### config.mk
export PLATFORM = sky130hd
export DESIGN_NAME = ssfc_top
export DESIGN_NICKNAME = d
export VERILOG_FILES = /design/src/ssfc_pkg.sv /design/src/ssfc_top.sv /design/src/ssfc_sync.sv
export SDC_FILE = /design/constraint.sdc
export NUM_CORES = 1
export LEC_CHECK = 0
export BUFFER_PORTS_ARGS = -buffer_cell sky130_fd_sc_hd__buf_2
export CORE_UTILIZATION = 58
export CTS_BUF_LIST = sky130_fd_sc_hd__clkbuf_8
export DETAILED_ROUTE_END_ITERATION = 7
export PLACE_DENSITY = 0.73
export SLEW_MARGIN = 20
export SYNTH_ARGS = -nofsm -noshare
export SYNTH_HDL_FRONTEND = slang
export SYNTH_SLANG_ARGS = --single-unit
### constraint.sdc
create_clock -name clk -period 4.65 [get_ports clk]
set_clock_uncertainty 0.2 [all_clocks]
set_input_delay 0.93 -clock clk [delete_from_list [all_inputs] [get_ports clk]]
set_output_delay 0.93 -clock clk [all_outputs]
set_load 0.02 [all_outputs]
### src/ssfc_pkg.sv
// What this block does
// host keeps serial clock at most 6 MHz; the bench host clocks it at 6.25 MHz (8 clocks of 20 ns per bit)
// control bit zero off, one on
// status reports faulted outputs as one
// shift register passes data while selected
// chip-select rise loads shift register to outputs
// host clocks exactly 24 bits per device
// host checks 48-bit echo after reset
// last 24 bits execute at chip-select rise
// open load judged only while output off
// pulldowns cleared at reset, sleep, command
// chip-select rise restarts open-load filter timer
// open-load fault stays latched until read
// drain-high in current limit 450us trips off
// thermal flag switches off only that output
// protection events set any-fault bit 23
// driver-supply undervoltage resets controls, outputs off
// battery undervoltage resets device, outputs off
// cooled output obeys thermal retry bit
// status word layout, sent msb first
// sample on falling, shift on rising edge
// chip-select fall loads status into shifter
// retry bit zero stays off, one retries
// read clears latched flags once condition gone
`default_nettype none
package ssfc_pkg;
  localparam int unsigned NUM_OUT = 16;
  localparam int unsigned FRAME_BITS = 24;
  localparam int unsigned CLK_MHZ = 50;
  // link limit for the host, mhz
  localparam int unsigned SCLK_MAX_MHZ = 6;
  // open-load filter, least time, ns
  localparam int unsigned OL_FILTER_NS = 100000;
  // fast short shutdown delay, ns
  localparam int unsigned SHORT_NS = 450000;
  localparam int unsigned OL_FILTER_CYC = (OL_FILTER_NS * CLK_MHZ + 999) / 1000;
  localparam int unsigned SHORT_CYC = (SHORT_NS * CLK_MHZ + 999) / 1000;
  // status word bit positions
  localparam int unsigned ANY_FAULT_BIT = 23;
  localparam int unsigned OV_FAULT_BIT = 22;
  // command field and retry bits
  localparam int unsigned CMD_HI = 23;
  localparam int unsigned CMD_LO = 18;
  localparam int unsigned THERM_RETRY_BIT = 17;
  localparam int unsigned OV_RETRY_BIT = 16;
  localparam logic [5:0] CMD_ONOFF = 6'h00;
  localparam logic [5:0] CMD_OL_EN = 6'h01;
  localparam logic [5:0] CMD_RETRY = 6'h02;
  localparam logic [5:0] CMD_FSSD = 6'h03;
  localparam logic [5:0] CMD_RESET = 6'h06;
  // reset values of control registers, then the status pad bits
  localparam logic [15:0] ONOFF_RST = 16'h0000;
  localparam logic [15:0] OL_EN_RST = 16'h0000;
  localparam logic [15:0] FSSD_RST = 16'hFFFF;
  localparam logic THERM_RETRY_RST = 1'b0;
  localparam logic OV_RETRY_RST = 1'b0;
  localparam logic [5:0] STATUS_PAD = 6'h00;
  typedef enum logic [1:0] {
    LNK_IDLE = 2'b01,
    LNK_ACTIVE = 2'b10
  } ssfc_lnk_t;
endpackage : ssfc_pkg
`default_nettype wire

### src/ssfc_top.sv
`timescale 1ns/1ns
`default_nettype none
module ssfc_top #(
  parameter int unsigned OL_FILTER_CYC = ssfc_pkg::OL_FILTER_CYC,
  parameter int unsigned SHORT_CYC = ssfc_pkg::SHORT_CYC
) (
  input wire logic clk, // 50 MHz block clock
  input wire logic resetn, // async reset, active low
  input wire logic sclk, // serial clock pin
  input wire logic cs_n, // chip select pin, active low
  input wire logic si, // serial data in
  output logic so, // serial data out
  output logic so_oe, // so driven while high
  input wire logic [15:0] open_load_cmp, // per-output open-load comparator
  input wire logic [15:0] vds_high, // per-output drain-voltage comparator
  input wire logic [15:0] in_current_limit, // per-output current limit flag
  input wire logic [15:0] thermal_flag, // per-output overtemperature flag
  input wire logic overvoltage, // battery overvoltage flag
  input wire logic output_driver_supply_uv, // driver supply undervoltage
  input wire logic main_battery_supply_uv, // battery undervoltage
  input wire logic sleep, // sleep entry
  output logic [15:0] low_side_outputs, // output switch gates
  output logic [15:0] ol_pulldown_en, // open-load pulldown enables
  output logic any_fault // mirror of status bit 23
);
  localparam int unsigned OLW = $clog2(OL_FILTER_CYC + 1);
  localparam int unsigned SCW = $clog2(SHORT_CYC + 1);
  localparam int unsigned SYW = 3 + 4 * ssfc_pkg::NUM_OUT + 4;

  generate
    if (OL_FILTER_CYC < 1 || SHORT_CYC < 1) begin : g_bad_cyc
      $error("ssfc_top timer counts must be at least one");
    end
  endgenerate

  function automatic logic is_cmd(input logic [23:0] w, input logic [5:0] code);
    is_cmd = (w[ssfc_pkg::CMD_HI:ssfc_pkg::CMD_LO] == code);
  endfunction : is_cmd

  // pins async to clk; select enters inverted so the reset value reads idle
  logic [SYW-1:0] sy;
  logic s_sclk, s_cs_sel, s_si, s_ov, s_drv_uv, s_bat_uv, s_sleep;
  logic [15:0] s_olc, s_vds, s_ilim, s_th;
  ssfc_sync #(.W(SYW)) u_sync (
    .clk(clk),
    .resetn(resetn),
    .d({sclk, ~cs_n, si, open_load_cmp, vds_high, in_current_limit, thermal_flag,
        overvoltage, output_driver_supply_uv, main_battery_supply_uv, sleep}),
    .q(sy)
  );
  assign {s_sclk, s_cs_sel, s_si, s_olc, s_vds, s_ilim, s_th,
          s_ov, s_drv_uv, s_bat_uv, s_sleep} = sy;

  // link state
  ssfc_pkg::ssfc_lnk_t st_q, st_d;
  logic sclk_q, cs_q, so_q, so_d, oe_q, oe_d, exec, capture;
  logic [23:0] sr_q, sr_d, status;
  logic sclk_rise, sclk_fall, cs_fall, cs_rise;
  // control registers
  logic [15:0] on_q, on_d, olen_q, olen_d, fssd_q, fssd_d;
  logic th_retry_q, th_retry_d, ov_retry_q, ov_retry_d, ctl_rst, onoff_wr;
  // protection and faults
  logic [15:0] th_off_q, th_off_d, sc_off_q, sc_off_d, out_q, out_d;
  logic [15:0] fault_q, fault_d, ol_det, sc_trip, cond;
  logic ov_off_q, ov_off_d, ov_flag_q, ov_flag_d, any_q, any_d, ol_done;
  logic [OLW-1:0] ol_cnt_q, ol_cnt_d;

  assign sclk_rise = s_sclk & ~sclk_q;
  assign sclk_fall = ~s_sclk & sclk_q;
  assign cs_fall = cs_q & s_cs_sel;
  assign cs_rise = ~cs_q & ~s_cs_sel;
  assign status = {any_q, ov_flag_q, ssfc_pkg::STATUS_PAD, fault_q};
  assign capture = (st_q == ssfc_pkg::LNK_IDLE) & cs_fall;
  assign exec = (st_q == ssfc_pkg::LNK_ACTIVE) & cs_rise;

  always_comb begin
    st_d = st_q;
    sr_d = sr_q;
    so_d = so_q;
    unique case (st_q)
      ssfc_pkg::LNK_IDLE: begin
        if (cs_fall) begin
          st_d = ssfc_pkg::LNK_ACTIVE;
          sr_d = status;
          so_d = status[ssfc_pkg::ANY_FAULT_BIT];
        end
      end
      ssfc_pkg::LNK_ACTIVE: begin
        // in on falling edge, out on rising; 48 clocks echo the first word
        if (sclk_fall) begin
          sr_d = {sr_q[22:0], s_si};
        end
        if (sclk_rise) begin
          so_d = sr_q[23];
        end
        if (cs_rise) begin
          st_d = ssfc_pkg::LNK_IDLE;
          so_d = 1'b0;
        end
      end
      default: begin
        st_d = ssfc_pkg::LNK_IDLE;
        so_d = 1'b0;
      end
    endcase
    if (s_bat_uv) begin
      st_d = ssfc_pkg::LNK_IDLE;
      so_d = 1'b0;
    end
    oe_d = (st_d == ssfc_pkg::LNK_ACTIVE);
  end

  always_ff @(posedge clk or negedge resetn) begin
    if (!resetn) begin
      st_q <= ssfc_pkg::LNK_IDLE;
      sr_q <= '0;
      so_q <= 1'b0;
      oe_q <= 1'b0;
      sclk_q <= 1'b0;
      cs_q <= 1'b1;
    end else begin
      st_q <= st_d;
      sr_q <= sr_d;
      so_q <= so_d;
      oe_q <= oe_d;
      sclk_q <= s_sclk;
      cs_q <= ~s_cs_sel;
    end
  end

  // command execution at chip-select rise; undervoltage wins over any command
  assign ctl_rst = s_drv_uv | s_bat_uv | (exec & is_cmd(sr_q, ssfc_pkg::CMD_RESET));
  assign onoff_wr = exec & is_cmd(sr_q, ssfc_pkg::CMD_ONOFF);

  always_comb begin
    on_d = on_q;
    olen_d = olen_q;
    fssd_d = fssd_q;
    th_retry_d = th_retry_q;
    ov_retry_d = ov_retry_q;
    if (onoff_wr) begin
      on_d = sr_q[15:0];
    end
    if (exec && is_cmd(sr_q, ssfc_pkg::CMD_OL_EN)) begin
      olen_d = sr_q[15:0];
    end
    if (exec && is_cmd(sr_q, ssfc_pkg::CMD_FSSD)) begin
      fssd_d = sr_q[15:0];
    end
    if (exec && is_cmd(sr_q, ssfc_pkg::CMD_RETRY)) begin
      th_retry_d = sr_q[ssfc_pkg::THERM_RETRY_BIT];
      ov_retry_d = sr_q[ssfc_pkg::OV_RETRY_BIT];
    end
    if (s_sleep) begin
      olen_d = ssfc_pkg::OL_EN_RST;
    end
    if (ctl_rst) begin
      on_d = ssfc_pkg::ONOFF_RST;
      olen_d = ssfc_pkg::OL_EN_RST;
      fssd_d = ssfc_pkg::FSSD_RST;
      th_retry_d = ssfc_pkg::THERM_RETRY_RST;
      ov_retry_d = ssfc_pkg::OV_RETRY_RST;
    end
  end

  always_ff @(posedge clk or negedge resetn) begin
    if (!resetn) begin
      on_q <= ssfc_pkg::ONOFF_RST;
      olen_q <= ssfc_pkg::OL_EN_RST;
      fssd_q <= ssfc_pkg::FSSD_RST;
      th_retry_q <= ssfc_pkg::THERM_RETRY_RST;
      ov_retry_q <= ssfc_pkg::OV_RETRY_RST;
    end else begin
      on_q <= on_d;
      olen_q <= olen_d;
      fssd_q <= fssd_d;
      th_retry_q <= th_retry_d;
      ov_retry_q <= ov_retry_d;
    end
  end

  // per-output drain-high timers, only armed with fast shutdown enabled
  genvar gi;
  generate
    for (gi = 0; gi < ssfc_pkg::NUM_OUT; gi++) begin : g_short
      logic [SCW-1:0] cnt_q, cnt_d;
      always_comb begin
        cnt_d = '0;
        if (!fssd_q[gi] && s_vds[gi] && s_ilim[gi] && out_q[gi]) begin
          cnt_d = (cnt_q == SCW'(SHORT_CYC)) ? cnt_q : cnt_q + SCW'(1);
        end
      end
      always_ff @(posedge clk or negedge resetn) begin
        if (!resetn) begin
          cnt_q <= '0;
        end else begin
          cnt_q <= cnt_d;
        end
      end
      assign sc_trip[gi] = (cnt_q == SCW'(SHORT_CYC));
    end
  endgenerate

  assign ol_done = (ol_cnt_q == OLW'(OL_FILTER_CYC));
  // comparator ignored until filter expires; only outputs commanded off
  assign ol_det = ~on_q & olen_q & s_olc & {16{ol_done}};
  assign cond = ol_det | sc_trip | s_th | (s_ilim & out_q);

  always_comb begin
    ol_cnt_d = ol_done ? ol_cnt_q : ol_cnt_q + OLW'(1);
    if (exec) begin
      ol_cnt_d = '0;
    end
    th_off_d = s_th | (th_off_q & on_q & ~{16{th_retry_q}});
    sc_off_d = sc_trip | (sc_off_q & on_q);
    ov_off_d = s_ov | (ov_off_q & ~ov_retry_q & ~onoff_wr);
    out_d = on_q & ~th_off_q & ~sc_off_q & ~{16{ov_off_q}};
    // set wins over the read clear
    fault_d = cond | (fault_q & ~{16{capture}});
    ov_flag_d = s_ov | (ov_flag_q & ~capture);
    any_d = (|cond) | s_ov | (any_q & ~capture);
    if (s_drv_uv || s_bat_uv) begin
      out_d = '0;
    end
    if (s_bat_uv) begin
      th_off_d = '0;
      sc_off_d = '0;
      ov_off_d = 1'b0;
      fault_d = '0;
      ov_flag_d = 1'b0;
      any_d = 1'b0;
    end
  end

  always_ff @(posedge clk or negedge resetn) begin
    if (!resetn) begin
      ol_cnt_q <= '0;
      th_off_q <= '0;
      sc_off_q <= '0;
      ov_off_q <= 1'b0;
      out_q <= '0;
      fault_q <= '0;
      ov_flag_q <= 1'b0;
      any_q <= 1'b0;
    end else begin
      ol_cnt_q <= ol_cnt_d;
      th_off_q <= th_off_d;
      sc_off_q <= sc_off_d;
      ov_off_q <= ov_off_d;
      out_q <= out_d;
      fault_q <= fault_d;
      ov_flag_q <= ov_flag_d;
      any_q <= any_d;
    end
  end

  assign so = so_q;
  assign so_oe = oe_q;
  assign low_side_outputs = out_q;
  assign ol_pulldown_en = olen_q;
  assign any_fault = any_q;
endmodule : ssfc_top
`default_nettype wire

### src/ssfc_sync.sv
`timescale 1ns/1ns
`default_nettype none
module ssfc_sync #(
  parameter int unsigned W = 1
) (
  input wire logic clk, // block clock
  input wire logic resetn, // async reset, active low
  input wire logic [W-1:0] d, // asynchronous inputs
  output logic [W-1:0] q // synchronised copies
);
  logic [W-1:0] meta_q;
  generate
    if (W < 1) begin : g_bad_w
      $error("ssfc_sync width must be at least one");
    end
  endgenerate
  // first stage is read only by the second
  always_ff @(posedge clk or negedge resetn) begin
    if (!resetn) begin
      meta_q <= '0;
      q <= '0;
    end else begin
      meta_q <= d;
      q <= meta_q;
    end
  end
endmodule : ssfc_sync
`default_nettype wire

==> impl_metrics.env, run 1 <==
export IMPL_status="complete, no violations"
export IMPL_async_flop_share_pct=100
export IMPL_syn_to_final_growth_pct=13.3
export IMPL_slew_viol_final=0
export IMPL_maxSlewHeadroom_pct=30.9
export IMPL_pre_cts_ws_ps=1450
export IMPL_peakVddDrop_v=0.000270
export IMPL_tritoncts="done"
export IMPL_fin_ws_ps=1530
export IMPL_fill_cells=2924
export IMPL_nets=2298
export IMPL_grtUsageTotal_pct=24.9
export IMPL_critPathCaptureType="flip-flop"
export IMPL_rsz0062_at_grt="false"
export IMPL_min_period_over_period_pct=67.2
export IMPL_synth_seq_cells=542
export IMPL_numClockSinks=542
export IMPL_clk_latency_ps=630
export IMPL_overflow=0
export IMPL_setup_viol=0
export IMPL_postCtsHoldBufs=0
export IMPL_synth_area_um2=22200
export IMPL_critPathSlowestCell="a2111oi_0"
export IMPL_crit_type="flip-flop to flip-flop"
export IMPL_worstPathRequired_ps=4930
export IMPL_vias=15300
export IMPL_synth_warnings=0
export IMPL_grt_max_degree=104
export IMPL_drc=0
export IMPL_synth_seq_area_share_pct=61.1
export IMPL_die_width_um=198
export IMPL_leakagePower_nw=10.9
export IMPL_grt_pass1_wl_um=77200
export IMPL_port_buffers=107
export IMPL_rows=71
export IMPL_cap_violations=0
export IMPL_avgSynthCellArea_um2=11.0
export IMPL_synth_cell_type_count=63
export IMPL_cts_buffer_depth=3
export IMPL_grt_pass1_vias=15600
export IMPL_cp_cell_sequence="inv_1 > ha_1 > and2_1 > nand4_1 > nor3_1 > a2111oi_0 > and4_1 > a41oi_1"
export IMPL_worstPathMaxFanout=14
export IMPL_multiInputGateArea_um2=8220
export IMPL_core_area_um2=37700
export IMPL_cts_resized=0
export IMPL_power_density_nw_per_um2=388
export IMPL_fin_tns_setup_ps=0
export IMPL_worstSetupStartpointType="flip-flop"
export IMPL_dp_hpwl_um=30500
export IMPL_hold_viol=0
export IMPL_wl_per_cell_um=16.7
export IMPL_syn_num_nets=2136
export IMPL_vias_per_cell=5.51
export IMPL_worstPathArrival_ps=3410
export IMPL_synth_edf_count=0
export IMPL_initial_core_util_pct=59.0
export IMPL_clk_pin_slew_ps=60
export IMPL_numCtsBuffers=88
export IMPL_num_io_pins=108
export IMPL_dieArea_um2=39100
export IMPL_gp_congestion=0.801
export IMPL_cts_setup_buffers=0
export IMPL_diodes=0
export IMPL_cts_root_buf="clkbuf_8"
export IMPL_regArea_um2=13600
export IMPL_period_minus_slack_ps=3120
export IMPL_drt_initial_drc_count=981
export IMPL_drive_gt1_share_pct=12.8
export IMPL_fmax_mhz=320
export IMPL_syn_inst=2027
export IMPL_synth_ff_type="dfrtp_1"
export IMPL_routed_wl_um=46100
export IMPL_cts_max_level=3
export IMPL_die_height_um=198
export IMPL_hold_path_class="flip-flop to flip-flop"
export IMPL_firstDrtPassIters=5
export IMPL_ant_nets=0
export IMPL_antenna_found_initial=0
export IMPL_max_stage_delay_ps=770
export IMPL_worst_slew_pin_slew_ps=1040
sequential cells by signal (all words and copies together), names as in the netlist:
| name | count |
|---|---|
| fssd_q | 16 |
| so | 1 |
| g_short.cnt_q | 240 |
| any_fault | 1 |
| on_q | 16 |
| so_oe | 1 |
| fault_q | 16 |
| th_retry_q | 1 |
| ov_off_q | 1 |
| sr_q | 24 |
| sclk_q | 1 |
| st_q | 2 |
| th_off_q | 16 |
| low_side_outputs | 16 |
| ol_pulldown_en | 16 |
| sc_off_q | 16 |
| cs_q | 1 |
| u_sync.meta_q | 71 |
| u_sync.q | 71 |
| ov_retry_q | 1 |
| ol_cnt_q | 13 |
| ov_flag_q | 1 |
report_power, final:
group,switching (W),internal [W]
Clock,0.00182,0.00225
Sequential,0.000207,0.00493
Combinational,0.000356,0.000190
cell usage after synthesis (all sizes together) (35+ instances only):
library cell | instances | share of area (%)
o21ai | 35 | 0.79
mux2i | 44 | 2.0
a21oi | 109 | 2.5
xor2 | 123 | 4.8
nor3 | 42 | 1.1
inv | 53 | 0.90
nor2 | 359 | 6.1
nand3 | 135 | 3.1
dfrtp | 524 | 59
ha | 36 | 2.0
xnor2 | 62 | 2.4
nand2 | 170 | 2.9
metrics by stage:
| stage | utilization (%) | hold WS [ps] | instance area [um^2] | total power, W | std cells |
|---|---|---|---|---|---|
| 2_1_floorplan | - | 131 | 22200 | 0.00547 | 2027 |
| 3_3_place_gp | 62.0 | 132 | 23400 | 0.00573 | 2609 |
| 3_5_place_dp | 62.0 | 135 | 23400 | 0.00576 | 2609 |
| 4_1_cts | 66.8 | 143 | 25200 | 0.00986 | 2765 |
| 5_1_grt | 66.8 | 144 | 25200 | 0.0102 | 2766 |
| 6_report | 66.8 | 140 | 25200 | 0.00975 | 2766 |
layer usage:
layer  vias to the layer above  wire [um]  share of wire (%)  track usage [%]
met4                         0       1230                2.7             9.24
met5                         -          0                  0                0
li1                       7243          -                  -                -
met1                      7604      20900                 45             34.5
met3                        92       2250                4.9             5.09
met2                       314      21800                 47             38.9
layout make-up:
class | count | share of cell area [%]
Sequential cell | 542 | 54.0
Multi-Input combinational cell | 1381 | 32.7
Clock buffer | 118 | 6.45
Timing Repair Buffer | 123 | 2.92
Tap cell | 511 | 2.54
Inverter | 53 | 0.790
Clock inverter | 38 | 0.651
kinds of logic (layout without fill, tap and decap cells):
logic type,count (synthesis),in the layout,synth area share (%)
AOI/OAI and AO/OA,206,206,5.50
and+or+nand+nor,910,910,20.1
DFF,542,542,61.1
adders and majority gates,36,36,2.03
muxes,44,44,1.98
buffers and inverters,104,332,1.93
xor gates and xnor gates,185,185,7.29
layout by cell type (no fill, tap or decap), types with 31 or more instances in the layout:
cell	n
dfrtp_1	523
nor2_1	357
nand2_1	170
nand3_1	134
xor2_1	123
clkbuf_8	118
a21oi_1	109
buf_2	106
inv_1	82
xnor2_1	62
mux2i_1	44
nor3_1	36
ha_1	36
o21ai_0	35
nand4_1	32
and3_1	31
worst max-delay path, delay by kind of cell (launching register included):
kind | cells | cell delay (ps)
and+or+nand+nor | 4 | 1250
AOI/OAI and AO/OA | 2 | 890
DFF | 1 | 370
adders and majority gates | 1 | 190
buffers and inverters | 1 | 90
final timing paths:
kind | startpoint | end | slack (ps) | cells past startpoint
hold / removal | u_sync.meta_q[21]$_DFF_PN0_ | u_sync.q[21]$_DFF_PN0_ | 140 | 0
max in group asynchronous | resetn | g_short[1].cnt_q[10]$_DFFE_PN0P_ | 3080 | 2
hold reg to reg | u_sync.meta_q[21]$_DFF_PN0_ | u_sync.q[21]$_DFF_PN0_ | 140 | 0
min in group asynchronous | resetn | g_short[7].cnt_q[9]$_DFFE_PN0P_ | 160 | 1
setup reg to reg | ol_cnt_q[0]$_DFFE_PN0P_ | any_fault$_DFF_PN0_ | 1530 | 8
setup / recovery | ol_cnt_q[0]$_DFFE_PN0P_ | any_fault$_DFF_PN0_ | 1530 | 8
Power figures use the tool's default switching activity.
==> run 2, diff against run 1 <==
==> constraint.sdc (replaced) <==
create_clock -name clk -period 3.05 [get_ports clk]
set_clock_uncertainty 0.2 [all_clocks]
set_input_delay 0.61 -clock clk [delete_from_list [all_inputs] [get_ports clk]]
set_output_delay 0.61 -clock clk [all_outputs]
set_load 0.02 [all_outputs]
==> impl_metrics.env, run 2 (synthesized netlist as in run 1, its figures left out) <==
export IMPL_fmax_mhz=352
export IMPL_max_stage_delay_ps=560
export IMPL_dpl_cell_area_um2=23600
export IMPL_drt_initial_drc_count=781
export IMPL_clk_pin_slew_ps=60
export IMPL_hold_viol=0
export IMPL_vias_per_cell=5.44
export IMPL_syn_to_final_growth_pct=18.1
export IMPL_worstPathRequired_ps=3370
export IMPL_wl_per_cell_um=16.4
export IMPL_p_int_w=0.0116
export IMPL_mostFrequentLayoutCells="dfrtp_1, nor2_1, nand2_1"
export IMPL_ant_nets=0
export IMPL_nets=2390
export IMPL_maxSlewHeadroom_pct=33.1
export IMPL_p_clk_share_pct=43.3
export IMPL_dp_cells=2629
export IMPL_routed_wl_um=46900
export IMPL_antenna_found_initial=0
export IMPL_cts_root_buf="clkbuf_8"
export IMPL_final_common_cell="dfrtp_1"
export IMPL_tritoncts="done"
export IMPL_peakVddDrop_v=0.000540
export IMPL_drc=0
export IMPL_leakagePower_nw=11.3
export IMPL_cap_violations=0
export IMPL_fin_tns_setup_ps=0
export IMPL_crit_type="flip-flop to flip-flop"
export IMPL_worstSetupStartpointType="flip-flop"
export IMPL_drive_gt1_share_pct=13.7
export IMPL_diodes=0
export IMPL_cts_buffer_depth=3
export IMPL_fin_area_um2=26200
export IMPL_die_width_um=198
export IMPL_period_minus_slack_ps=2840
export IMPL_dp_hpwl_um=30900
export IMPL_grt_pass1_wl_um=78300
export IMPL_port_buffers=107
export IMPL_switching_share_pct=24.6
export IMPL_critPathCaptureType="flip-flop"
export IMPL_firstDrtPassIters=5
export IMPL_power_density_nw_per_um2=588
export IMPL_grtUsageTotal_pct=25.3
export IMPL_die_height_um=198
export IMPL_dieArea_um2=39100
export IMPL_fill_cells=2789
export IMPL_power_switching_w=0.00379
export IMPL_rows=71
export IMPL_worstPathMaxFanout=15
export IMPL_worstPathArrival_ps=3160
export IMPL_clk_latency_ps=660
export IMPL_vias=15600
export IMPL_rsz0062_at_grt="false"
export IMPL_cp_cell_sequence="inv_1 > ha_1 > nor3b_4 > and2_1 > a311o_1 > a211oi_4 > buf_4 > a22o_1"
export IMPL_gp_congestion=0.813
export IMPL_cts_max_level=3
export IMPL_status="complete, no violations"
export IMPL_hold_path_class="flip-flop to flip-flop"
export IMPL_largest_register="g_short.cnt_q"
export IMPL_p_comb_share_pct=5.9
export IMPL_numCtsBuffers=88
export IMPL_largest_reg_flops=240
export IMPL_numClockSinks=542
export IMPL_reg_top3="g_short.cnt_q (240), u_sync.meta_q (71), u_sync.q (71)"
export IMPL_setup_viol=0
export IMPL_instances_no_fill=2866
export IMPL_min_period_over_period_pct=93.1
export IMPL_worst_slew_pin_slew_ps=1000
export IMPL_overflow=0
export IMPL_core_area_um2=37700
export IMPL_grt_pass1_vias=15700
export IMPL_seqPwrFrac_pct=50.8
export IMPL_grt_max_degree=72
export IMPL_num_io_pins=108
export IMPL_initial_core_util_pct=59.0
export IMPL_slew_viol_final=0
export IMPL_critPathSlowestCell="nor3b_4"
==> run 2: path summary, 6_finish.rpt <==
path,slack [ps],startpoint,depth (start not counted),to
setup / recovery,210,st_q[0]$_DFF_PN1_,8,ol_pulldown_en[5]$_DFFE_PN0P_
hold / removal,120,u_sync.meta_q[70]$_DFF_PN0_,0,u_sync.q[70]$_DFF_PN0_
setup reg to reg,210,st_q[0]$_DFF_PN1_,8,ol_pulldown_en[5]$_DFFE_PN0P_
hold reg to reg,120,u_sync.meta_q[70]$_DFF_PN0_,0,u_sync.q[70]$_DFF_PN0_
max in group asynchronous,1430,resetn,3,fssd_q[1]$_DFFE_PN1P_
min in group asynchronous,370,resetn,2,u_sync.meta_q[43]$_DFF_PN0_
==> run 2: final cells by class <==
cell class / instances / area, um^2 / share of cell area [%]
flip-flops and latches: 542 / 13600 / 51.8
multi-input cells: 1381 / 8220 / 31.3
repair buffers: 215 / 1670 / 6.38
clock buffers: 112 / 1540 / 5.87
well taps: 511 / 639 / 2.44
clock inverters: 52 / 382 / 1.45
inverters: 53 / 199 / 0.758
==> run 2: metal layers <==
layer	vias to the layer above	share of wire, %	track usage [%]
met5	-	0	0
met4	0	2.1	8.58
met3	78	5.3	5.01
met2	359	48	40.1
met1	7714	45	35.1
li1	7451	-	-
==> run 2: power groups by stage <==
stage,combinational [W],clock (W),sequential [W]
3_5_place_dp,0.000849,0,0.00796
6_report,0.000910,0.00667,0.00784
5_1_grt,0.00104,0.00717,0.00787
2_1_floorplan,0.000497,0,0.00784
3_3_place_gp,0.000822,0,0.00795
4_1_cts,0.000920,0.00683,0.00783
==> run 2: per-stage QoR <==
stage               setup slack (ps)  hold WS (ps)  power, W  utilization [%]
finish                           210           117    0.0154             69.7
global route                    32.3           137    0.0161             69.7
CTS                              203           113    0.0156             69.6
detailed placement               218           135   0.00881             62.6
global placement                 325           133   0.00877             62.6
floorplan                        615           114   0.00833                -
==> run 2: worst max-delay path: cells and delay by family (launching register included) <==
family / cells / cell delay [ps]
AO/OA/AOI/OAI: 3 / 860
adder cells (fa/ha/maj): 1 / 180
buffers and inverters: 2 / 290
flip-flops: 1 / 380
AND/OR/NAND/NOR: 2 / 810
==> run 2: timing repair <==
action	CTS	global route
endpoints found under the hold margin	124	0
gates resized for setup	0	0
buffers inserted	0	1
endpoints found under the setup margin	0	11
hold buffers	72	0
==> run 3, diff against run 2 <==
--- a/config.mk
+++ b/config.mk
@@ -9,7 +9,7 @@
 export CORE_UTILIZATION = 58
 export CTS_BUF_LIST = sky130_fd_sc_hd__clkbuf_8
 export DETAILED_ROUTE_END_ITERATION = 7
-export PLACE_DENSITY = 0.73
+export PLACE_DENSITY = 0.84
 export SLEW_MARGIN = 20
 export SYNTH_ARGS = -nofsm -noshare
 export SYNTH_HDL_FRONTEND = slang
==> impl_metrics.env, run 3 (synthesized netlist as in run 1, its figures left out) <==
export IMPL_status="complete, no violations"
export IMPL_dpl_cell_area_um2=23500
export IMPL_diodes=0
export IMPL_numCtsBuffers=85
export IMPL_grt_pass1_vias=16700
export IMPL_worst_slew_pin_slew_ps=934
export IMPL_largest_reg_flops=240
export IMPL_antenna_found_initial=0
export IMPL_rows=71
export IMPL_cts_max_level=3
export IMPL_slew_viol_final=0
export IMPL_cp_cell_sequence="inv_1 > ha_1 > and2_1 > and4_1 > a221oi_1 > nand4b_1 > nor4_1 > a41oi_1"
export IMPL_ff2ff_path_depth=8
export IMPL_cts_root_buf="clkbuf_8"
export IMPL_dp_hpwl_um=32600
export IMPL_port_buffers=107
export IMPL_tritoncts="done"
export IMPL_maxSlewHeadroom_pct=37.8
export IMPL_firstDrtPassIters=6
export IMPL_crit_type="flip-flop to flip-flop"
export IMPL_min_period_over_period_pct=95.2
export IMPL_cap_violations=0
export IMPL_num_io_pins=108
export IMPL_final_common_cell="dfrtp_1"
export IMPL_die_width_um=198
export IMPL_max_stage_delay_ps=620
export IMPL_fin_tns_setup_ps=0
export IMPL_worstPathRequired_ps=3320
export IMPL_hold_path_class="flip-flop to flip-flop"
export IMPL_period_minus_slack_ps=2900
export IMPL_nets=2385
export IMPL_reg_top3="g_short.cnt_q (240), u_sync.meta_q (71), u_sync.q (71)"
export IMPL_initial_core_util_pct=59.0
export IMPL_leakagePower_nw=11.2
export IMPL_setup_viol=0
export IMPL_routed_wl_um=51000
export IMPL_drive_gt1_share_pct=13.3
export IMPL_drc=0
export IMPL_worstSetupStartpointType="flip-flop"
export IMPL_cp_top_family="simple AND/OR/NAND/NOR gates"
export IMPL_grt_pass1_wl_um=83900
export IMPL_clk_pin_slew_ps=70
export IMPL_fin_area_um2=26100
export IMPL_numClockSinks=542
export IMPL_worstPathArrival_ps=3170
export IMPL_fin_util_pct=69.2
export IMPL_holdCritStartpoint="u_sync.meta_q[45]$_DFF_PN0_"
export IMPL_rrSetupSlack_ps=150
export IMPL_holdPathStages=0
export IMPL_hold_viol=0
export IMPL_fill_cells=2566
export IMPL_critPathCaptureType="flip-flop"
export IMPL_vias_per_cell=5.66
export IMPL_power_density_nw_per_um2=583
export IMPL_worstPathMaxFanout=7
export IMPL_crit_buf_inv=1
export IMPL_peakVddDrop_v=0.000452
export IMPL_core_area_um2=37700
export IMPL_grtUsageTotal_pct=27.1
export IMPL_ant_nets=0
export IMPL_die_height_um=198
export IMPL_wl_per_cell_um=17.9
export IMPL_critPathSlowestCell="a221oi_1"
export IMPL_clk_latency_ps=640
export IMPL_gp_congestion=0.860
export IMPL_fmax_mhz=344
export IMPL_grt_max_degree=71
export IMPL_vias=16200
export IMPL_overflow=0
export IMPL_r2r_end="any_fault$_DFF_PN0_"
export IMPL_largest_register="g_short.cnt_q"
export IMPL_cts_buffer_depth=3
export IMPL_mostFrequentLayoutCells="dfrtp_1, nor2_1, nand2_1"
export IMPL_syn_to_final_growth_pct=17.4
export IMPL_rsz0062_at_grt="false"
export IMPL_dieArea_um2=39100
export IMPL_cp_depth=8
export IMPL_r2r_start="ol_cnt_q[0]$_DFFE_PN0P_"
export IMPL_min_to="u_sync.q[45]$_DFF_PN0_"
export IMPL_cts_setup_buffers=0
export IMPL_drt_initial_drc_count=1206
[run 3: changes by cell type in the layout (fill, tap and decap cells not counted)]
| cell | change |
|---|---|
| clkinvlp_4 | +3 |
| buf_12 | -3 |
| nor2_4 | -1 |
| clkinv_2 | -5 |
| nor2_2 | +1 |
| inv_6 | -3 |
| bufinv_16 | -1 |
| inv_1 | +3 |
| clkbuf_8 | -4 |
| buf_4 | +1 |
[run 3: worst max-delay path by stage]
stage                                  from                              to  slack, ps
floorplan                 st_q[0]$_DFF_PN1_  ol_pulldown_en[10]$_DFFE_PN0P_        620
global route        ol_cnt_q[0]$_DFFE_PN0P_             any_fault$_DFF_PN0_        110
CTS                 ol_cnt_q[0]$_DFFE_PN0P_             any_fault$_DFF_PN0_        250
finish              ol_cnt_q[0]$_DFFE_PN0P_             any_fault$_DFF_PN0_        150
global placement    ol_cnt_q[0]$_DFFE_PN0P_             any_fault$_DFF_PN0_        290
detailed placement  ol_cnt_q[0]$_DFFE_PN0P_             any_fault$_DFF_PN0_        260
[run 3: power by group]
part	switching [W]	internal, W
sequential	0.000337	0.00751
clock	0.00290	0.00354
combinational	0.000565	0.000364
total	0.00381	0.0114
[run 3: stage by stage]
stage / std cells / hold WS, ps / setup slack (ps) / power, W
after detailed placement: 2628 / 135 / 261 / 0.00879
after CTS: 2857 / 132 / 246 / 0.0153
final: 2857 / 139 / 146 / 0.0152
after floorplan: 2027 / 114 / 615 / 0.00833
after global placement: 2628 / 132 / 290 / 0.00875
after global routing: 2857 / 150 / 106 / 0.0158
[run 3: area by class of cell]
type | instances | area [um^2] | area share, %
flip-flops and latches | 542 | 13600 | 52.1
clock inverters | 49 | 334 | 1.28
well taps | 511 | 639 | 2.45
multi-input cells | 1381 | 8210 | 31.5
clock buffers | 108 | 1490 | 5.70
repair buffers | 213 | 1620 | 6.22
inverters | 53 | 199 | 0.763
[run 3: worst reg2reg max path: cells and delay by family, from the launching register on]
kind	cells	cell delay, ps
adder cells (fa/ha/maj)	1	190
AND/OR/NAND/NOR	4	1080
buffers and inverters	1	90
AO/OA/AOI/OAI	2	810
flip-flops	1	370
[run 3: layer usage]
layer	share of wire [%]	GRT usage (%)	up-vias
met5	0	0	-
met2	48	43.8	588
met1	41	35.6	8031
li1	-	-	7419
met4	3.9	13.0	0
met3	6.4	4.96	144
[run 3: repair_timing]
item,CTS,global route
resized for setup,0,0
hold buffers,72,0
endpoints found under the hold margin,112,0
